[config.mk]
export PLATFORM = sky130hd
export DESIGN_NAME = octal_drv_core
export DESIGN_NICKNAME = d
export VERILOG_FILES = /design/src/logic/octal_drv_pkg.sv /design/src/logic/pin_filter.sv /design/src/logic/octal_drv_core.sv
export SDC_FILE = /design/constraint.sdc
export NUM_CORES = 1
export LEC_CHECK = 0
export ABC_AREA = 1
export BUFFER_PORTS_ARGS = -buffer_cell sky130_fd_sc_hd__buf_4
export CAP_MARGIN = 20
export CORE_ASPECT_RATIO = 0.5
export CORE_MARGIN = 5
export CORE_UTILIZATION = 30
export CTS_CLUSTER_SIZE = 10
export DETAILED_ROUTE_END_ITERATION = 8
export PLACE_DENSITY = 0.53
export SLEW_MARGIN = 5
export SYNTH_ARGS = -nofsm -noshare
export SYNTH_HDL_FRONTEND = slang
export SYNTH_SLANG_ARGS = --single-unit
[constraint.sdc]
create_clock -name MCLK -period 2 [get_ports MCLK]
set_clock_uncertainty 0.15 [all_clocks]
set_input_delay 0.1 -clock MCLK [delete_from_list [all_inputs] [get_ports MCLK]]
set_output_delay 0.1 -clock MCLK [all_outputs]
set_load 0.01 [all_outputs]
[src/logic/octal_drv_pkg.sv]
// Shared constants and types for the octal low-side driver control core
package octal_drv_pkg;

   localparam int NUM_CH     = 8;
   localparam int CMD_W      = 2;
   localparam int WORD_W     = 16;
   localparam int PIN_GROUPS = 4;
   localparam int LIMP_CH    = 4;

   // All command bits set: every channel in off mode
   localparam logic [WORD_W-1:0] CMD_RESET = 16'hffff;
   localparam logic [CMD_W-1:0]  CMD_STANDBY = 2'h0;
   localparam logic [CMD_W-1:0]  CMD_INPUT   = 2'h1;
   localparam logic [CMD_W-1:0]  CMD_ON      = 2'h2;
   localparam logic [CMD_W-1:0]  CMD_OFF     = 2'h3;

   // Frame check: bit count within a byte, and bytes seen (saturating)
   localparam logic [2:0] BIT_IN_BYTE_LAST = 3'h7;
   localparam logic [2:0] BIT_IN_BYTE_ZERO = 3'h0;
   localparam logic [1:0] BYTES_ZERO       = 2'h0;
   localparam logic [1:0] FRAME_MIN_BYTES  = 2'h2;
   localparam logic [1:0] BYTES_SAT        = 2'h3;

   localparam logic TER_RESET = 1'b1;

   // Overload shutdown filter, least time rounds up
   localparam int unsigned CLK_PERIOD_NS     = 50;
   localparam int unsigned OVERLOAD_DELAY_NS = 3000;
   localparam int unsigned OVERLOAD_CYCLES   =
      (OVERLOAD_DELAY_NS + CLK_PERIOD_NS - 1) / CLK_PERIOD_NS;
   localparam int OVL_CNT_W = 6;
   localparam logic [OVL_CNT_W-1:0] OVL_CNT_ZERO = 6'h00;
   localparam logic [OVL_CNT_W-1:0] OVL_CNT_LAST =
      OVL_CNT_W'(OVERLOAD_CYCLES - 1);

   // Reset values of the input synchronisers
   localparam logic [2:0]  SPI_SYNC_RST  = 3'h2;
   localparam logic [29:0] CTL_SYNC_RST  = 30'h00000000;

   typedef enum logic [1:0] {
      PWR_LOW_Q,
      PWR_NORMAL,
      PWR_LIMP
   } power_state_t;

   typedef struct packed {
      logic open_load;
      logic overload;
      logic over_temp;
   } fault_latch_t;

   typedef struct packed {
      logic sclk;
      logic cs_n;
      logic sdi;
   } spi_in_t;

   typedef struct packed {
      logic                    en;
      logic                    limp;
      logic [PIN_GROUPS-1:0]   par;
      logic [NUM_CH-1:0]       ovl;
      logic [NUM_CH-1:0]       hot;
      logic [NUM_CH-1:0]       open;
   } ctl_in_t;

endpackage

[src/logic/pin_filter.sv]
// Three-stage input synchroniser that accepts a change once stages agree
`timescale 1ns/1ps
`default_nettype none
module pin_filter #(
   parameter int            W   = 1,
   parameter logic [W-1:0]  RST = '0
) (
   input  wire logic         clk,
   input  wire logic         rst_n,
   input  wire logic [W-1:0] d,
   output var  logic [W-1:0] q
);

   logic [W-1:0] s1;
   logic [W-1:0] s2;
   logic [W-1:0] s3;

   // First stage feeds only the second, to keep metastability contained
   always_ff @(posedge clk or negedge rst_n) begin
      if (!rst_n) begin
         s1 <= RST;
         s2 <= RST;
         s3 <= RST;
      end else begin
         s1 <= d;
         s2 <= s1;
         s3 <= s2;
      end
   end

   // Bit by bit, a new level counts only when stages two and three agree
   always_ff @(posedge clk or negedge rst_n) begin
      if (!rst_n) begin
         q <= RST;
      end else begin
         for (int b = 0; b < W; b++) begin
            if (s2[b] == s3[b]) begin
               q[b] <= s3[b];
            end
         end
      end
   end

endmodule
`default_nettype wire

[src/logic/octal_drv_core.sv]
// Control core of an eight-channel low-side driver with serial command port
//
// Operation
// - Enable rising with limp-home low wakes device into global off.
// - Limp-home rising powers up into limp-home mode, enable ignored.
// - Over-temperature latches off only its own channel.
// - Power-up enters global off with diagnostic sink current off.
// - Fault latches clear on standby, reset, enable low, limp exit.
// - Serial input word holds a two-bit mode per channel.
// - Serial response holds two fault status bits per channel.
// - Words are 16 bits, most significant bit first, both ways.
// - Filtered overcurrent latches channel off until cleared by command.
// - Limp-home ignores serial commands; overload and over-temperature stay detected, readable.
// - Clock count per frame not multiple of 8 or below 16 sets error.
// - Error flag shows on output from select fall to first clock rise.
// - Error flag set on reset exit and on entering global off.
// - A valid frame clears the error flag.
// - Window output is error flag OR serial input, then shift data.
// - Input sampled on clock fall, output updated on clock rise.
// - Command word loads only for valid frame length, else kept.
// - Frame counter armed by select fall, counts clock rises.
// - Modes: 00 standby, 01 parallel input, 10 on, 11 off.
// - Reset sets every command bit, all channels off.
// - Parallel input n drives channels n and n+4 in input mode.
// - Status word of per-channel fault bits goes out after the error flag.
`timescale 1ns/1ps
`default_nettype none
module octal_drv_core
   import octal_drv_pkg::*;
(
   input  wire logic                  MCLK,
   input  wire logic                  RSTN,
   input  wire logic                  EN,
   input  wire logic                  LIMP_HOME_INPUT,
   input  wire logic [PIN_GROUPS-1:0] PARALLEL_DRIVE_INPUT,
   input  wire logic                  SCLK,
   input  wire logic                  CHIP_SELECT_N,
   input  wire logic                  SI,
   input  wire logic [NUM_CH-1:0]     OVERLOAD_SENSE,
   input  wire logic [NUM_CH-1:0]     THERMAL_SENSE,
   input  wire logic [NUM_CH-1:0]     OPEN_LOAD_SENSE,
   output var  logic                  SO,
   output var  logic                  SO_OE,
   output var  logic [NUM_CH-1:0]     CHANNEL_OUTPUT,
   output var  logic [NUM_CH-1:0]     DIAG_CURRENT_EN,
   output var  logic                  TRANSMISSION_ERROR_FLAG,
   output var  logic [1:0]            POWER_STATE
);

   spi_in_t                 spi_raw;
   spi_in_t                 spi;
   ctl_in_t                 ctl_raw;
   ctl_in_t                 ctl;
   power_state_t            state;
   power_state_t            next_state;
   logic                    leave_limp;
   logic                    wake;
   logic                    regs_reset;
   logic                    ter_power_set;
   logic                    sclk_prev;
   logic                    cs_n_prev;
   logic                    cs_fall;
   logic                    cs_rise;
   logic                    sclk_rise;
   logic                    sclk_fall;
   logic [2:0]              bit_in_byte;
   logic [1:0]              bytes;
   logic                    frame_ok;
   logic                    window;
   logic [WORD_W-1:0]       shift;
   logic [WORD_W-1:0]       status_word;
   logic [WORD_W-1:0]       cmd;
   logic                    cmd_load;
   logic                    diag_allowed;
   logic                    transmission_error_flag;
   fault_latch_t            fault     [NUM_CH];
   fault_latch_t            next_fault[NUM_CH];
   logic [OVL_CNT_W-1:0]    ovl_cnt   [NUM_CH];
   logic [NUM_CH-1:0]       next_out;
   logic [NUM_CH-1:0]       next_diag;

   assign spi_raw = '{sclk: SCLK, cs_n: CHIP_SELECT_N, sdi: SI};
   assign ctl_raw = '{en: EN, limp: LIMP_HOME_INPUT,
                      par: PARALLEL_DRIVE_INPUT, ovl: OVERLOAD_SENSE,
                      hot: THERMAL_SENSE, open: OPEN_LOAD_SENSE};

   pin_filter #(.W(3), .RST(SPI_SYNC_RST)) u_spi_filter (
      .clk   (MCLK),
      .rst_n (RSTN),
      .d     (spi_raw),
      .q     (spi)
   );

   pin_filter #(.W(30), .RST(CTL_SYNC_RST)) u_ctl_filter (
      .clk   (MCLK),
      .rst_n (RSTN),
      .d     (ctl_raw),
      .q     (ctl)
   );

   // Power state: limp-home wins, enable alone wakes from low quiescent
   always_comb begin
      next_state = state;
      unique case (state)
         PWR_LOW_Q: begin
            if (ctl.limp) begin
               next_state = PWR_LIMP;
            end else if (ctl.en) begin
               next_state = PWR_NORMAL;
            end
         end
         PWR_NORMAL: begin
            if (ctl.limp) begin
               next_state = PWR_LIMP;
            end else if (!ctl.en) begin
               next_state = PWR_LOW_Q;
            end
         end
         PWR_LIMP: begin
            if (!ctl.limp) begin
               next_state = ctl.en ? PWR_NORMAL : PWR_LOW_Q;
            end
         end
      endcase
   end

   assign leave_limp    = (state == PWR_LIMP) && (next_state != PWR_LIMP);
   assign wake          = (state == PWR_LOW_Q) && (next_state == PWR_NORMAL);
   // Low quiescent holds the command word and fault latches in reset, so the wake path is clean
   assign regs_reset    = leave_limp || wake || (state == PWR_LOW_Q);
   assign ter_power_set = wake || (leave_limp && next_state == PWR_NORMAL);

   always_ff @(posedge MCLK or negedge RSTN) begin
      if (!RSTN) begin
         state <= PWR_LOW_Q;
      end else begin
         state <= next_state;
      end
   end

   // Serial edges, found from the filtered pin levels
   always_ff @(posedge MCLK or negedge RSTN) begin
      if (!RSTN) begin
         sclk_prev <= 1'b0;
         cs_n_prev <= 1'b1;
      end else begin
         sclk_prev <= spi.sclk;
         cs_n_prev <= spi.cs_n;
      end
   end

   assign cs_fall   = cs_n_prev && !spi.cs_n;
   assign cs_rise   = !cs_n_prev && spi.cs_n;
   assign sclk_rise = !sclk_prev && spi.sclk && !spi.cs_n;
   assign sclk_fall = sclk_prev && !spi.sclk && !spi.cs_n;

   // Frame length: bits within a byte plus saturating byte count
   always_ff @(posedge MCLK or negedge RSTN) begin
      if (!RSTN) begin
         bit_in_byte <= BIT_IN_BYTE_ZERO;
         bytes       <= BYTES_ZERO;
      end else if (cs_fall) begin
         bit_in_byte <= BIT_IN_BYTE_ZERO;
         bytes       <= BYTES_ZERO;
      end else if (sclk_rise) begin
         bit_in_byte <= bit_in_byte + 3'h1;
         if (bit_in_byte == BIT_IN_BYTE_LAST && bytes != BYTES_SAT) begin
            bytes <= bytes + 2'h1;
         end
      end
   end

   assign frame_ok = (bit_in_byte == BIT_IN_BYTE_ZERO)
                     && (bytes >= FRAME_MIN_BYTES);

   // Status word: per channel open-load bit above drive-fault bit
   always_comb begin
      status_word = '0;
      for (int i = 0; i < NUM_CH; i++) begin
         status_word[2*i+1] = fault[i].open_load;
         status_word[2*i]   = fault[i].overload
                              || fault[i].over_temp;
      end
   end

   // Shift register: loaded at select fall, input taken on clock fall
   always_ff @(posedge MCLK or negedge RSTN) begin
      if (!RSTN) begin
         shift <= '0;
      end else if (cs_fall) begin
         shift <= status_word;
      end else if (sclk_fall) begin
         shift <= {shift[WORD_W-2:0], spi.sdi};
      end
   end

   always_ff @(posedge MCLK or negedge RSTN) begin
      if (!RSTN) begin
         window <= 1'b0;
      end else if (cs_fall) begin
         window <= 1'b1;
      end else if (sclk_rise || spi.cs_n) begin
         window <= 1'b0;
      end
   end

   // Output pin: flag OR input in the window, else shifted data on rise
   always_ff @(posedge MCLK or negedge RSTN) begin
      if (!RSTN) begin
         SO    <= 1'b0;
         SO_OE <= 1'b0;
      end else begin
         SO_OE <= !spi.cs_n;
         if (sclk_rise) begin
            SO <= shift[WORD_W-1];
         end else if (cs_fall || window) begin
            SO <= transmission_error_flag || spi.sdi;
         end
      end
   end

   // Error flag; any set in the same cycle as a clear wins
   always_ff @(posedge MCLK or negedge RSTN) begin
      if (!RSTN) begin
         transmission_error_flag <= TER_RESET;
      end else begin
         if (cs_rise) begin
            transmission_error_flag <= !frame_ok;
         end
         if (ter_power_set) begin
            transmission_error_flag <= 1'b1;
         end
      end
   end

   // Limp-home ignores serial commands; leaving it resets the command word
   assign cmd_load = cs_rise && frame_ok
                     && (state == PWR_NORMAL);

   always_ff @(posedge MCLK or negedge RSTN) begin
      if (!RSTN) begin
         cmd          <= CMD_RESET;
         diag_allowed <= 1'b0;
      end else if (regs_reset) begin
         cmd          <= CMD_RESET;
         diag_allowed <= 1'b0;
      end else if (cmd_load) begin
         cmd          <= shift;
         diag_allowed <= 1'b1;
      end
   end

   // Per-channel drive, diagnostic current and fault latch next values
   always_comb begin
      logic [CMD_W-1:0] mode;
      logic             pin;
      logic             drive;
      logic             clr;
      logic             latched;
      mode  = CMD_OFF;
      pin   = 1'b0;
      drive = 1'b0;
      clr   = 1'b0;
      latched = 1'b0;
      for (int i = 0; i < NUM_CH; i++) begin
         mode  = cmd[CMD_W*i +: CMD_W];
         pin   = ctl.par[i % PIN_GROUPS];
         drive = 1'b0;
         next_diag[i] = 1'b0;
         if (state == PWR_NORMAL) begin
            unique case (mode)
               CMD_STANDBY: drive = 1'b0;
               CMD_INPUT: begin
                  drive        = pin;
                  next_diag[i] = !pin;
               end
               CMD_ON:      drive = 1'b1;
               CMD_OFF:     next_diag[i] = diag_allowed;
            endcase
         end else if (state == PWR_LIMP) begin
            drive = (i < LIMP_CH) ? pin : 1'b0;
         end
         clr = regs_reset
               || (state == PWR_NORMAL && mode == CMD_STANDBY);
         latched = fault[i].overload || fault[i].over_temp;
         next_out[i] = drive && !latched;
         // Sets come last so a fault arriving with a clear is kept
         next_fault[i].open_load = (fault[i].open_load && !clr)
            || (!CHANNEL_OUTPUT[i] && DIAG_CURRENT_EN[i]
                && ctl.open[i]);
         next_fault[i].overload = (fault[i].overload && !clr)
            || (CHANNEL_OUTPUT[i] && ctl.ovl[i]
                && ovl_cnt[i] == OVL_CNT_LAST);
         next_fault[i].over_temp = (fault[i].over_temp && !clr)
            || ctl.hot[i];
      end
   end

   // Overload filter: current must persist while the channel is on
   always_ff @(posedge MCLK or negedge RSTN) begin
      if (!RSTN) begin
         for (int i = 0; i < NUM_CH; i++) begin
            ovl_cnt[i] <= OVL_CNT_ZERO;
         end
      end else begin
         for (int i = 0; i < NUM_CH; i++) begin
            if (CHANNEL_OUTPUT[i] && ctl.ovl[i]) begin
               if (ovl_cnt[i] != OVL_CNT_LAST) begin
                  ovl_cnt[i] <= ovl_cnt[i] + 6'h01;
               end
            end else begin
               ovl_cnt[i] <= OVL_CNT_ZERO;
            end
         end
      end
   end

   always_ff @(posedge MCLK or negedge RSTN) begin
      if (!RSTN) begin
         for (int i = 0; i < NUM_CH; i++) begin
            fault[i] <= '0;
         end
      end else begin
         for (int i = 0; i < NUM_CH; i++) begin
            fault[i] <= next_fault[i];
         end
      end
   end

   always_ff @(posedge MCLK or negedge RSTN) begin
      if (!RSTN) begin
         CHANNEL_OUTPUT  <= '0;
         DIAG_CURRENT_EN <= '0;
      end else begin
         CHANNEL_OUTPUT  <= next_out;
         DIAG_CURRENT_EN <= next_diag;
      end
   end

   // Status mirrors for the board: error flag and power state, registered once
   always_ff @(posedge MCLK or negedge RSTN) begin
      if (!RSTN) begin
         TRANSMISSION_ERROR_FLAG <= TER_RESET;
         POWER_STATE             <= PWR_LOW_Q;
      end else begin
         TRANSMISSION_ERROR_FLAG <= transmission_error_flag;
         POWER_STATE             <= state;
      end
   end

endmodule
`default_nettype wire

==> results of run 1 <==
==> state kept, by name (all words and copies together), names as in the netlist, 2 cells and up <==
name,flops
bit_in_byte,3
state,2
u_ctl_filter.q,30
u_spi_filter.q,3
u_ctl_filter.s1,30
u_ctl_filter.s3,30
u_spi_filter.s1,3
u_spi_filter.s3,3
ovl_cnt,48
POWER_STATE,2
u_spi_filter.s2,3
shift,16
CHANNEL_OUTPUT,8
fault,24
cmd,16
bytes,2
u_ctl_filter.s2,30
DIAG_CURRENT_EN,8
==> synth_stat cells <==
master	number
a21oi_1	44
a311oi_1	1
a31oi_1	2
and3_1	1
buf_1	5
buf_2	9
buf_6	5
clkbuf_1	6
dfrtp_1	246
dfstp_2	23
ha_1	48
inv_1	94
inv_2	2
maj3_1	33
nand2_1	153
nand2_2	1
nand3_1	53
nand3_2	2
nand3b_1	12
nand4_1	48
nor2_1	34
nor3_1	13
nor3b_1	1
o211ai_1	16
o21ai_0	45
o31ai_1	1
or2_2	12
xnor2_1	15
xor2_1	1
==> metrics by stage <==
step                      area [sq um]  util (%)  power (mW)   TNS, ns  worst slack, ns
after detailed placement         11620     33.71       10.66  -0.09478         -0.02908
final                            12950     37.56       15.90         0          0.08103
after floorplan                  10470         -       9.343         0           0.1831
after global placement           11620     33.71       10.46         0          0.06783
after global routing             12950     37.56       16.99   -0.4533         -0.03475
after CTS                        12830     37.21       15.70         0         0.006388
==> cell type report <==
| cell class | instances | area, sq um | share of cell area (%) |
|---|---|---|---|
| well taps | 475 | 594.3 | 4.590 |
| clock inverters | 1 | 16.27 | 0.1256 |
| multi-input cells | 536 | 3258 | 25.16 |
| clock buffers | 51 | 829.5 | 6.406 |
| flip-flops and latches | 269 | 6760 | 52.21 |
| repair buffers | 121 | 1130 | 8.725 |
| inverters | 96 | 360.3 | 2.783 |
==> metal layers <==
metal | up-vias | part of all wire (%)
met1 | 3421 | 47
li1 | 3335 | -
met5 | - | 0
met2 | 115 | 47
met3 | 28 | 4.1
met4 | 0 | 1.8
==> critical path, delay by kind of cell (launching register included) <==
family / cells / cell delay [ns]
fa+ha+maj: 1 / 0.20
buf+inv: 4 / 0.47
flops: 1 / 0.36
simple gates: 6 / 0.61
==> how the worst min path moves through the flow <==
stage	start	slack [ns]	cells after the start	end
after CTS	OPEN_LOAD_SENSE[4]	0.02	2	u_ctl_filter.s1[4]$_DFF_PN0_
after detailed placement	RSTN	-0.09	1	u_spi_filter.s1[2]$_DFF_PN0_
final	OPEN_LOAD_SENSE[2]	0.05	2	u_ctl_filter.s1[2]$_DFF_PN0_
after global routing	OVERLOAD_SENSE[3]	0.02	2	u_ctl_filter.s1[19]$_DFF_PN0_
after floorplan	RSTN	-0.35	0	CHANNEL_OUTPUT[0]$_DFF_PN0_
after global placement	RSTN	-0.09	1	u_spi_filter.s1[2]$_DFF_PN0_
==> what timing repair did <==
| item | CTS | global route |
|---|---|---|
| cloned | 0 | 2 |
| resized for setup | 1 | 8 |
| pin swaps | 1 | 1 |
| hold buffers | 35 | 0 |
| hold endpoints to repair | 294 | 0 |
| setup buffers | 1 | 4 |
| setup endpoints to repair | 4 | 42 |
==> where the power goes <==
part	total (mW)	internal (mW)	switching (mW)
Combinational	4.29	1.80	2.49
Clock	4.83	2.78	2.04
Sequential	6.79	6.30	0.486
==> cells by family (layout without fill, tap and decap cells) <==
family          Yosys count  count (layout)  synth area share (%)
xor+xnor                 16              16                 1.339
flops                   269             269                 64.59
simple gates            330             330                 14.69
compound gates          109             109                 5.679
fa+ha+maj                81              81                 8.894
buf+inv                 121             269                 4.806
==> flow_metrics.tcl, run 1 <==
set metrics [dict create \
    yosysWarnings 0 \
    path_cells "inv_2 > buf_4 > ha_1 > nand3_1 > nand3_1 > nand3_4 > nand2_8 > buf_6 > buf_4 > nand4_1 > nand2_1" \
    peakVddDrop_v 0.0007088 \
    antenna_cells 0 \
    cpPeakStageDelay_ns 0.36 \
    finalNetCount 1137 \
    cp-end-kind "flop" \
    dr.pass1.iters 4 \
    place_inst 1455 \
    vias_per_cell 4.454 \
    tightestPinTransition_ns 0.4727 \
    die_h_um 142.1 \
    grt_overflow 0 \
    first_global_vias 7212 \
    layout.cells.most_common "dfrtp_1" \
    hold_class "in -> reg" \
    port_buffers 55 \
    fin_cells 1549 \
    initial_core_util_pct 30.36 \
    cp.required_ns 2.29 \
    synthDominantCellAreaShare_pct 58.82 \
    worstPathMaxFanout 8 \
    synth.area.top_cells "dfrtp_1 (59%), dfstp_2 (5.8%), ha_1 (5.7%), nand2_1 (5.5%), inv_1 (3.4%)" \
    num_io_pins 56 \
    rr_endpoint "fault[3]$_DFF_PN0_" \
    filler_cell_count 3367 \
    path_clk_slew_ns 0.06 \
    htree_levels 1 \
    criticalPathCategory "reg -> reg" \
    gr-usage-met3_pct 2.341 \
    die_w_um 274.2 \
    worst_ep_arrival_time_ns 2.21 \
    final-max-slew-violation-count 0 \
    antenna_found_initial 0 \
    clock_sinks 269 \
    grt_start_max_net_pins 58 \
    setup_viol 0 \
    clockRootBuffer "clkbuf_16" \
    drt_iter0_drc 467 \
    max-cap-violations 0 \
    met1_usage_pct 14.67 \
    dieArea_sq_um 38950 \
    startpoint "state[0]$_DFF_PN0_" \
    start_kind "flop" \
    leakagePower_nw 5.970 \
    cellPowerDensity_nw_per_um2 1228 \
    ant_nets 0 \
    timing.hold.ws_ns 0.04549 \
    cts_buffers 30 \
    reg2reg_slack_ns 0.08 \
    status "completed" \
    final_cell_mix "dfrtp_1 (246), nand2_1 (152), inv_1 (92), buf_4 (75), nand3_1 (52)" \
    synth_cell_type_count 29 \
    use_met2_pct 18.24 \
    layout_min_cycle_time_ns 1.919 \
    clockBufferDepth 3 \
    hold_viol 0 \
    rows 48 \
    routed_wl_um 20990 \
    synth_area_per_cell_sq_um 11.30 \
    syn_area_sq_um 10470 \
    fin_crit_sh_pct 95.95 \
    vias 6899 \
    grt_pass1_wl_um 35670 \
    seq_area_frac_synth_pct 64.59 \
    slew_headroom_pct 68.49 \
    yosys.area.top_type "dfrtp_1" \
    routedWlPerCell_um 13.55 \
    max_freq_mhz 521.1 \
    cts_tree "yes" \
    reg2reg_depth 11 \
    dpl.hpwl_um 13800 \
    syn-num-nets 1009 \
    drive_gt1_share_pct 15.18 \
    routabilityCongestion 0.7473 \
    syn_inst 926 \
    grt_usage_pct 10.91 \
    timing.rr.start "state[0]$_DFF_PN0_" \
    slowest_stage "dfrtp_1" \
    insertion_delay_ns 0.56 \
    area_growth_syn_to_layout_pct 23.72 \
    drt_drc_violations_left 0 \
    busiest_layer "met2" \
    crit_path_end "fault[3]$_DFF_PN0_" \
    ys_ff_latch 269 \
    core-area_sq_um 34470 \
]
Note: power is estimated with default switching activity, not from simulation.
==> inputs of run 2 (changes only) <==
Settings changed: CORE_ASPECT_RATIO 0.5 to not set.
==> flow_metrics.tcl, run 2 (same netlist as run 1, synthesis figures left out) <==
set metrics [dict create \
    place_inst 1433 \
    port_buffers 55 \
    setup_viol 0 \
    status "completed" \
    max-cap-violations 0 \
    die_h_um 196.8 \
    htree_levels 1 \
    fin_cells 1535 \
    reg2reg_slack_ns 0.05 \
    vias 6732 \
    worstPathMaxFanout 8 \
    layout.cells.most_common "dfrtp_1" \
    layout_min_cycle_time_ns 1.951 \
    hold_viol 0 \
    top_register "ovl_cnt" \
    worst_ep_arrival_time_ns 2.28 \
    stdcell_area_sq_um 13080 \
    routedWlPerCell_um 13.39 \
    cts_buffers 31 \
    num_io_pins 56 \
    met3_length_um 982 \
    vias_per_cell 4.386 \
    final_cell_mix "dfrtp_1 (246), nand2_1 (144), inv_1 (91), buf_4 (70), nand3_1 (52)" \
    clockBufferDepth 3 \
    cts_tree "yes" \
    grt_pass1_wl_um 34440 \
    criticalPathCategory "reg -> reg" \
    timing.hold.ws_ns 0.04186 \
    start_kind "flop" \
    dieArea_sq_um 38720 \
    area_growth_syn_to_layout_pct 24.97 \
    hold_class "in -> reg" \
    tightestPinTransition_ns 0.4027 \
    routabilityCongestion 0.7435 \
    largest_register_ffs 48 \
    met2_length_um 9335 \
    pre_cts_slack_ns 0.08536 \
    post-route-util_pct 37.96 \
    grt_usage_pct 10.47 \
    clockRootBuffer "clkbuf_16" \
    dr.pass1.iters 5 \
    top_layer_used "met4" \
    place_area_sq_um 11590 \
    insertion_delay_ns 0.55 \
    setup_tns_ns 0 \
    fin_ws_ns 0.04854 \
    seq_area_sq_um 6760 \
    cp.required_ns 2.32 \
    initial_core_util_pct 30.37 \
    drive_gt1_share_pct 16.57 \
    rsz0062_at_grt "yes" \
    multiInputGateArea_sq_um 3283 \
    p_total_mw 16.47 \
    drt_drc_violations_left 0 \
    drt_iter0_drc 288 \
    slew_headroom_pct 73.15 \
    grt_start_max_net_pins 58 \
    grt_overflow 0 \
    final-max-slew-violation-count 0 \
    first_global_vias 6840 \
    ant_nets 0 \
    die_w_um 196.8 \
    peakVddDrop_v 0.0006923 \
    cp-end-kind "flop" \
    antenna_found_initial 0 \
    path_clk_slew_ns 0.06 \
    core-area_sq_um 34460 \
    cellPowerDensity_nw_per_um2 1260 \
    leakagePower_nw 6.040 \
    finalNetCount 1139 \
    fin_crit_sh_pct 97.57 \
    antenna_cells 0 \
    filler_cell_count 3378 \
    clock_sinks 269 \
    rows 68 \
    max_freq_mhz 512.4 \
    routed_wl_um 20560 \
    met1_length_um 9802 \
    dpl.hpwl_um 13030 \
]
run 2: cell types whose count changed in the layout (fill, tap and decap cells not counted), sizes merged:
cell | before | now
buf | 84 | 81
clkbuf | 53 | 60
inv | 96 | 97
nand2 | 154 | 155
run 2: repair_timing:
item	in CTS	in global routing
setup buffers	0	3
hold buffers	35	0
endpoints found under the hold margin	302	0
setup endpoints to repair	0	40
resized for setup	0	21
run 2: critical path, stage by stage, from the launching register on:
cell       delay, ns
dfrtp_1         0.38
inv_2           0.09
buf_4           0.11
ha_1            0.17
nand3_1         0.09
nand3_1         0.12
nand3_2         0.14
nand2_4         0.20
nand3_4         0.14
clkbuf_16       0.19
nand2_1         0.06
nand2_1         0.05
run 2: report_power, final:
group | leakage [nW] | internal [mW] | switching, mW
clock network | 0.431 | 2.95 | 2.08
logic | 2.29 | 2.04 | 2.61
registers | 3.32 | 6.30 | 0.484
total | 6.04 | 11.3 | 5.17
run 2: worst paths after layout:
path | start | to | depth (start not counted)
max in group asynchronous | RSTN | u_ctl_filter.s2[3]$_DFF_PN0_ | 4
max reg2reg | state[0]$_DFF_PN0_ | cmd[2]$_DFFE_PN1P_ | 11
min in group asynchronous | RSTN | u_ctl_filter.s2[23]$_DFF_PN0_ | 3
min | OVERLOAD_SENSE[7] | u_ctl_filter.s1[23]$_DFF_PN0_ | 2
max | state[0]$_DFF_PN0_ | cmd[2]$_DFFE_PN1P_ | 11
min reg2reg | u_ctl_filter.s1[18]$_DFF_PN0_ | u_ctl_filter.s2[18]$_DFF_PN0_ | 0
run 2: metal layers:
metal	global-route usage (%)	up-vias
li1	-	3342
met1	15.09	3239
met2	16.50	115
met3	1.829	36
met4	2.671	0
met5	0	-
run 2: cell type report:
type	instances	share of cell area, %
timing repair buffer	121	9.231
multi-input combinational	537	25.10
inverter	96	2.755
sequential	269	51.68
tap	455	4.352
clock inverter	2	0.1052
clock buffer	55	6.773
==> inputs of run 3 (changes only) <==
Settings changed: CORE_ASPECT_RATIO set to 0.7.
Clock period 2 ns to 2.1 ns, I/O delays scaled along.
==> flow_metrics.tcl, run 3 (same netlist as run 1, synthesis figures left out) <==
set metrics [dict create \
    dpl.hpwl_um 13540 \
    worstPathMaxFanout 7 \
    port_buffers 55 \
    htree_levels 1 \
    post-route-util_pct 37.75 \
    top_register "ovl_cnt" \
    fin_ws_ns 0.1487 \
    max_freq_mhz 512.5 \
    antenna_found_initial 0 \
    slowest_stage "dfrtp_1" \
    path_buf_inv 4 \
    place_area_sq_um 11570 \
    rsz0062_at_grt "yes" \
    status "completed" \
    clockRootBuffer "clkbuf_16" \
    initial_core_util_pct 30.26 \
    grt_overflow 0 \
    fin_cells 1550 \
    finalNetCount 1138 \
    grt_usage_pct 10.97 \
    path_clk_slew_ns 0.06 \
    cts_buffers 31 \
    drt_iter0_drc 483 \
    routedWlPerCell_um 13.77 \
    rows 57 \
    die_h_um 166.3 \
    layout.cells.most_common "dfrtp_1" \
    cp_common_cell "nand2_1" \
    setup_tns_ns 0 \
    antenna_cells 0 \
    core-area_sq_um 34590 \
    first_global_vias 6958 \
    cellPowerDensity_nw_per_um2 1196 \
    slew_headroom_pct 69.20 \
    grt_pass1_wl_um 35670 \
    cts_tree "yes" \
    clock_sinks 269 \
    drt_drc_violations_left 0 \
    max-cap-violations 0 \
    hold_class "in -> reg" \
    area_growth_syn_to_layout_pct 24.75 \
    peakVddDrop_v 0.0006098 \
    criticalPathCategory "reg -> reg" \
    tightestPinTransition_ns 0.4620 \
    insertion_delay_ns 0.57 \
    p_total_mw 15.61 \
    path_cells "inv_1 > ha_4 > inv_1 > nand2_1 > nand3_1 > nand2_1 > inv_1 > nand3_4 > nand2_4 > buf_12 > nand2_1 > nand3_1 > nand2_1" \
    grt_start_max_net_pins 67 \
    place_inst 1448 \
    drive_gt1_share_pct 14.94 \
    routed_wl_um 21350 \
    ant_nets 0 \
    routabilityCongestion 0.7887 \
    die_w_um 233.2 \
    cts_setup_buffers 0 \
    final_cell_mix "dfrtp_1 (246), nand2_1 (153), inv_1 (93), buf_4 (68), nand3_1 (52)" \
    setup_viol 0 \
    fin_crit_sh_pct 92.92 \
    clockBufferDepth 3 \
    cpPeakStageDelay_ns 0.37 \
    num_io_pins 56 \
    cp.required_ns 2.45 \
    leakagePower_nw 6.017 \
    timing.hold.ws_ns 0.03697 \
    final-max-slew-violation-count 0 \
    stdcell_area_sq_um 13060 \
    dieArea_sq_um 38780 \
    dr.pass1.iters 5 \
    largest_register_ffs 48 \
    start_kind "flop" \
    vias 6832 \
    worst_ep_arrival_time_ns 2.30 \
    cp-end-kind "flop" \
    crit_family "simple AND/OR/NAND/NOR gates" \
    hold_viol 0 \
    pre_cts_slack_ns 0.002430 \
    layout_min_cycle_time_ns 1.951 \
    vias_per_cell 4.408 \
]
run 3: per-layer routing:
metal / vias to the layer above / part of all wire [%] / GRT usage [%]
li1: 3353 / - / -
met1: 3306 / 51 / 17.02
met2: 136 / 41 / 15.33
met3: 37 / 5.5 / 2.837
met4: 0 / 2.0 / 2.438
met5: - / 0 / 0
run 3: power breakdown:
group | leakage (nW) | internal, mW | total [mW] | switching (mW)
combinational | 2.27 | 1.77 | 4.29 | 2.52
clock | 0.430 | 2.80 | 4.85 | 2.05
sequential | 3.32 | 6.00 | 6.47 | 0.471
run 3: final timing paths:
path / cells past startpoint / startpoint / end / slack (ns)
setup / recovery: 13 / state[0]$_DFF_PN0_ / transmission_error_flag$_DFFE_PN1P_ / 0.15
hold / removal: 2 / OVERLOAD_SENSE[7] / u_ctl_filter.s1[23]$_DFF_PN0_ / 0.04
setup reg to reg: 13 / state[0]$_DFF_PN0_ / transmission_error_flag$_DFFE_PN1P_ / 0.15
hold reg to reg: 0 / u_ctl_filter.s1[21]$_DFF_PN0_ / u_ctl_filter.s2[21]$_DFF_PN0_ / 0.19
max in group asynchronous: 4 / RSTN / u_ctl_filter.s2[16]$_DFF_PN0_ / 0.61
min in group asynchronous: 3 / RSTN / u_ctl_filter.s1[22]$_DFF_PN0_ / 0.46
run 3: what timing repair did:
| action | 4_1_cts | 5_1_grt |
|---|---|---|
| gates resized for setup | 1 | 8 |
| cloned | 0 | 7 |
| hold endpoints to repair | 289 | 0 |
| hold buffers | 38 | 0 |
| endpoints found under the setup margin | 15 | 36 |
| pin swaps | 0 | 2 |
run 3: cell type report:
cell class | count | area [sq um]
clock buffers | 54 | 872.1
clock inverters | 2 | 28.78
fillers | 3374 | 21530
multi-input cells | 538 | 3292
inverters | 96 | 360.3
well taps | 472 | 590.6
flip-flops and latches | 269 | 6760
repair buffers | 119 | 1152
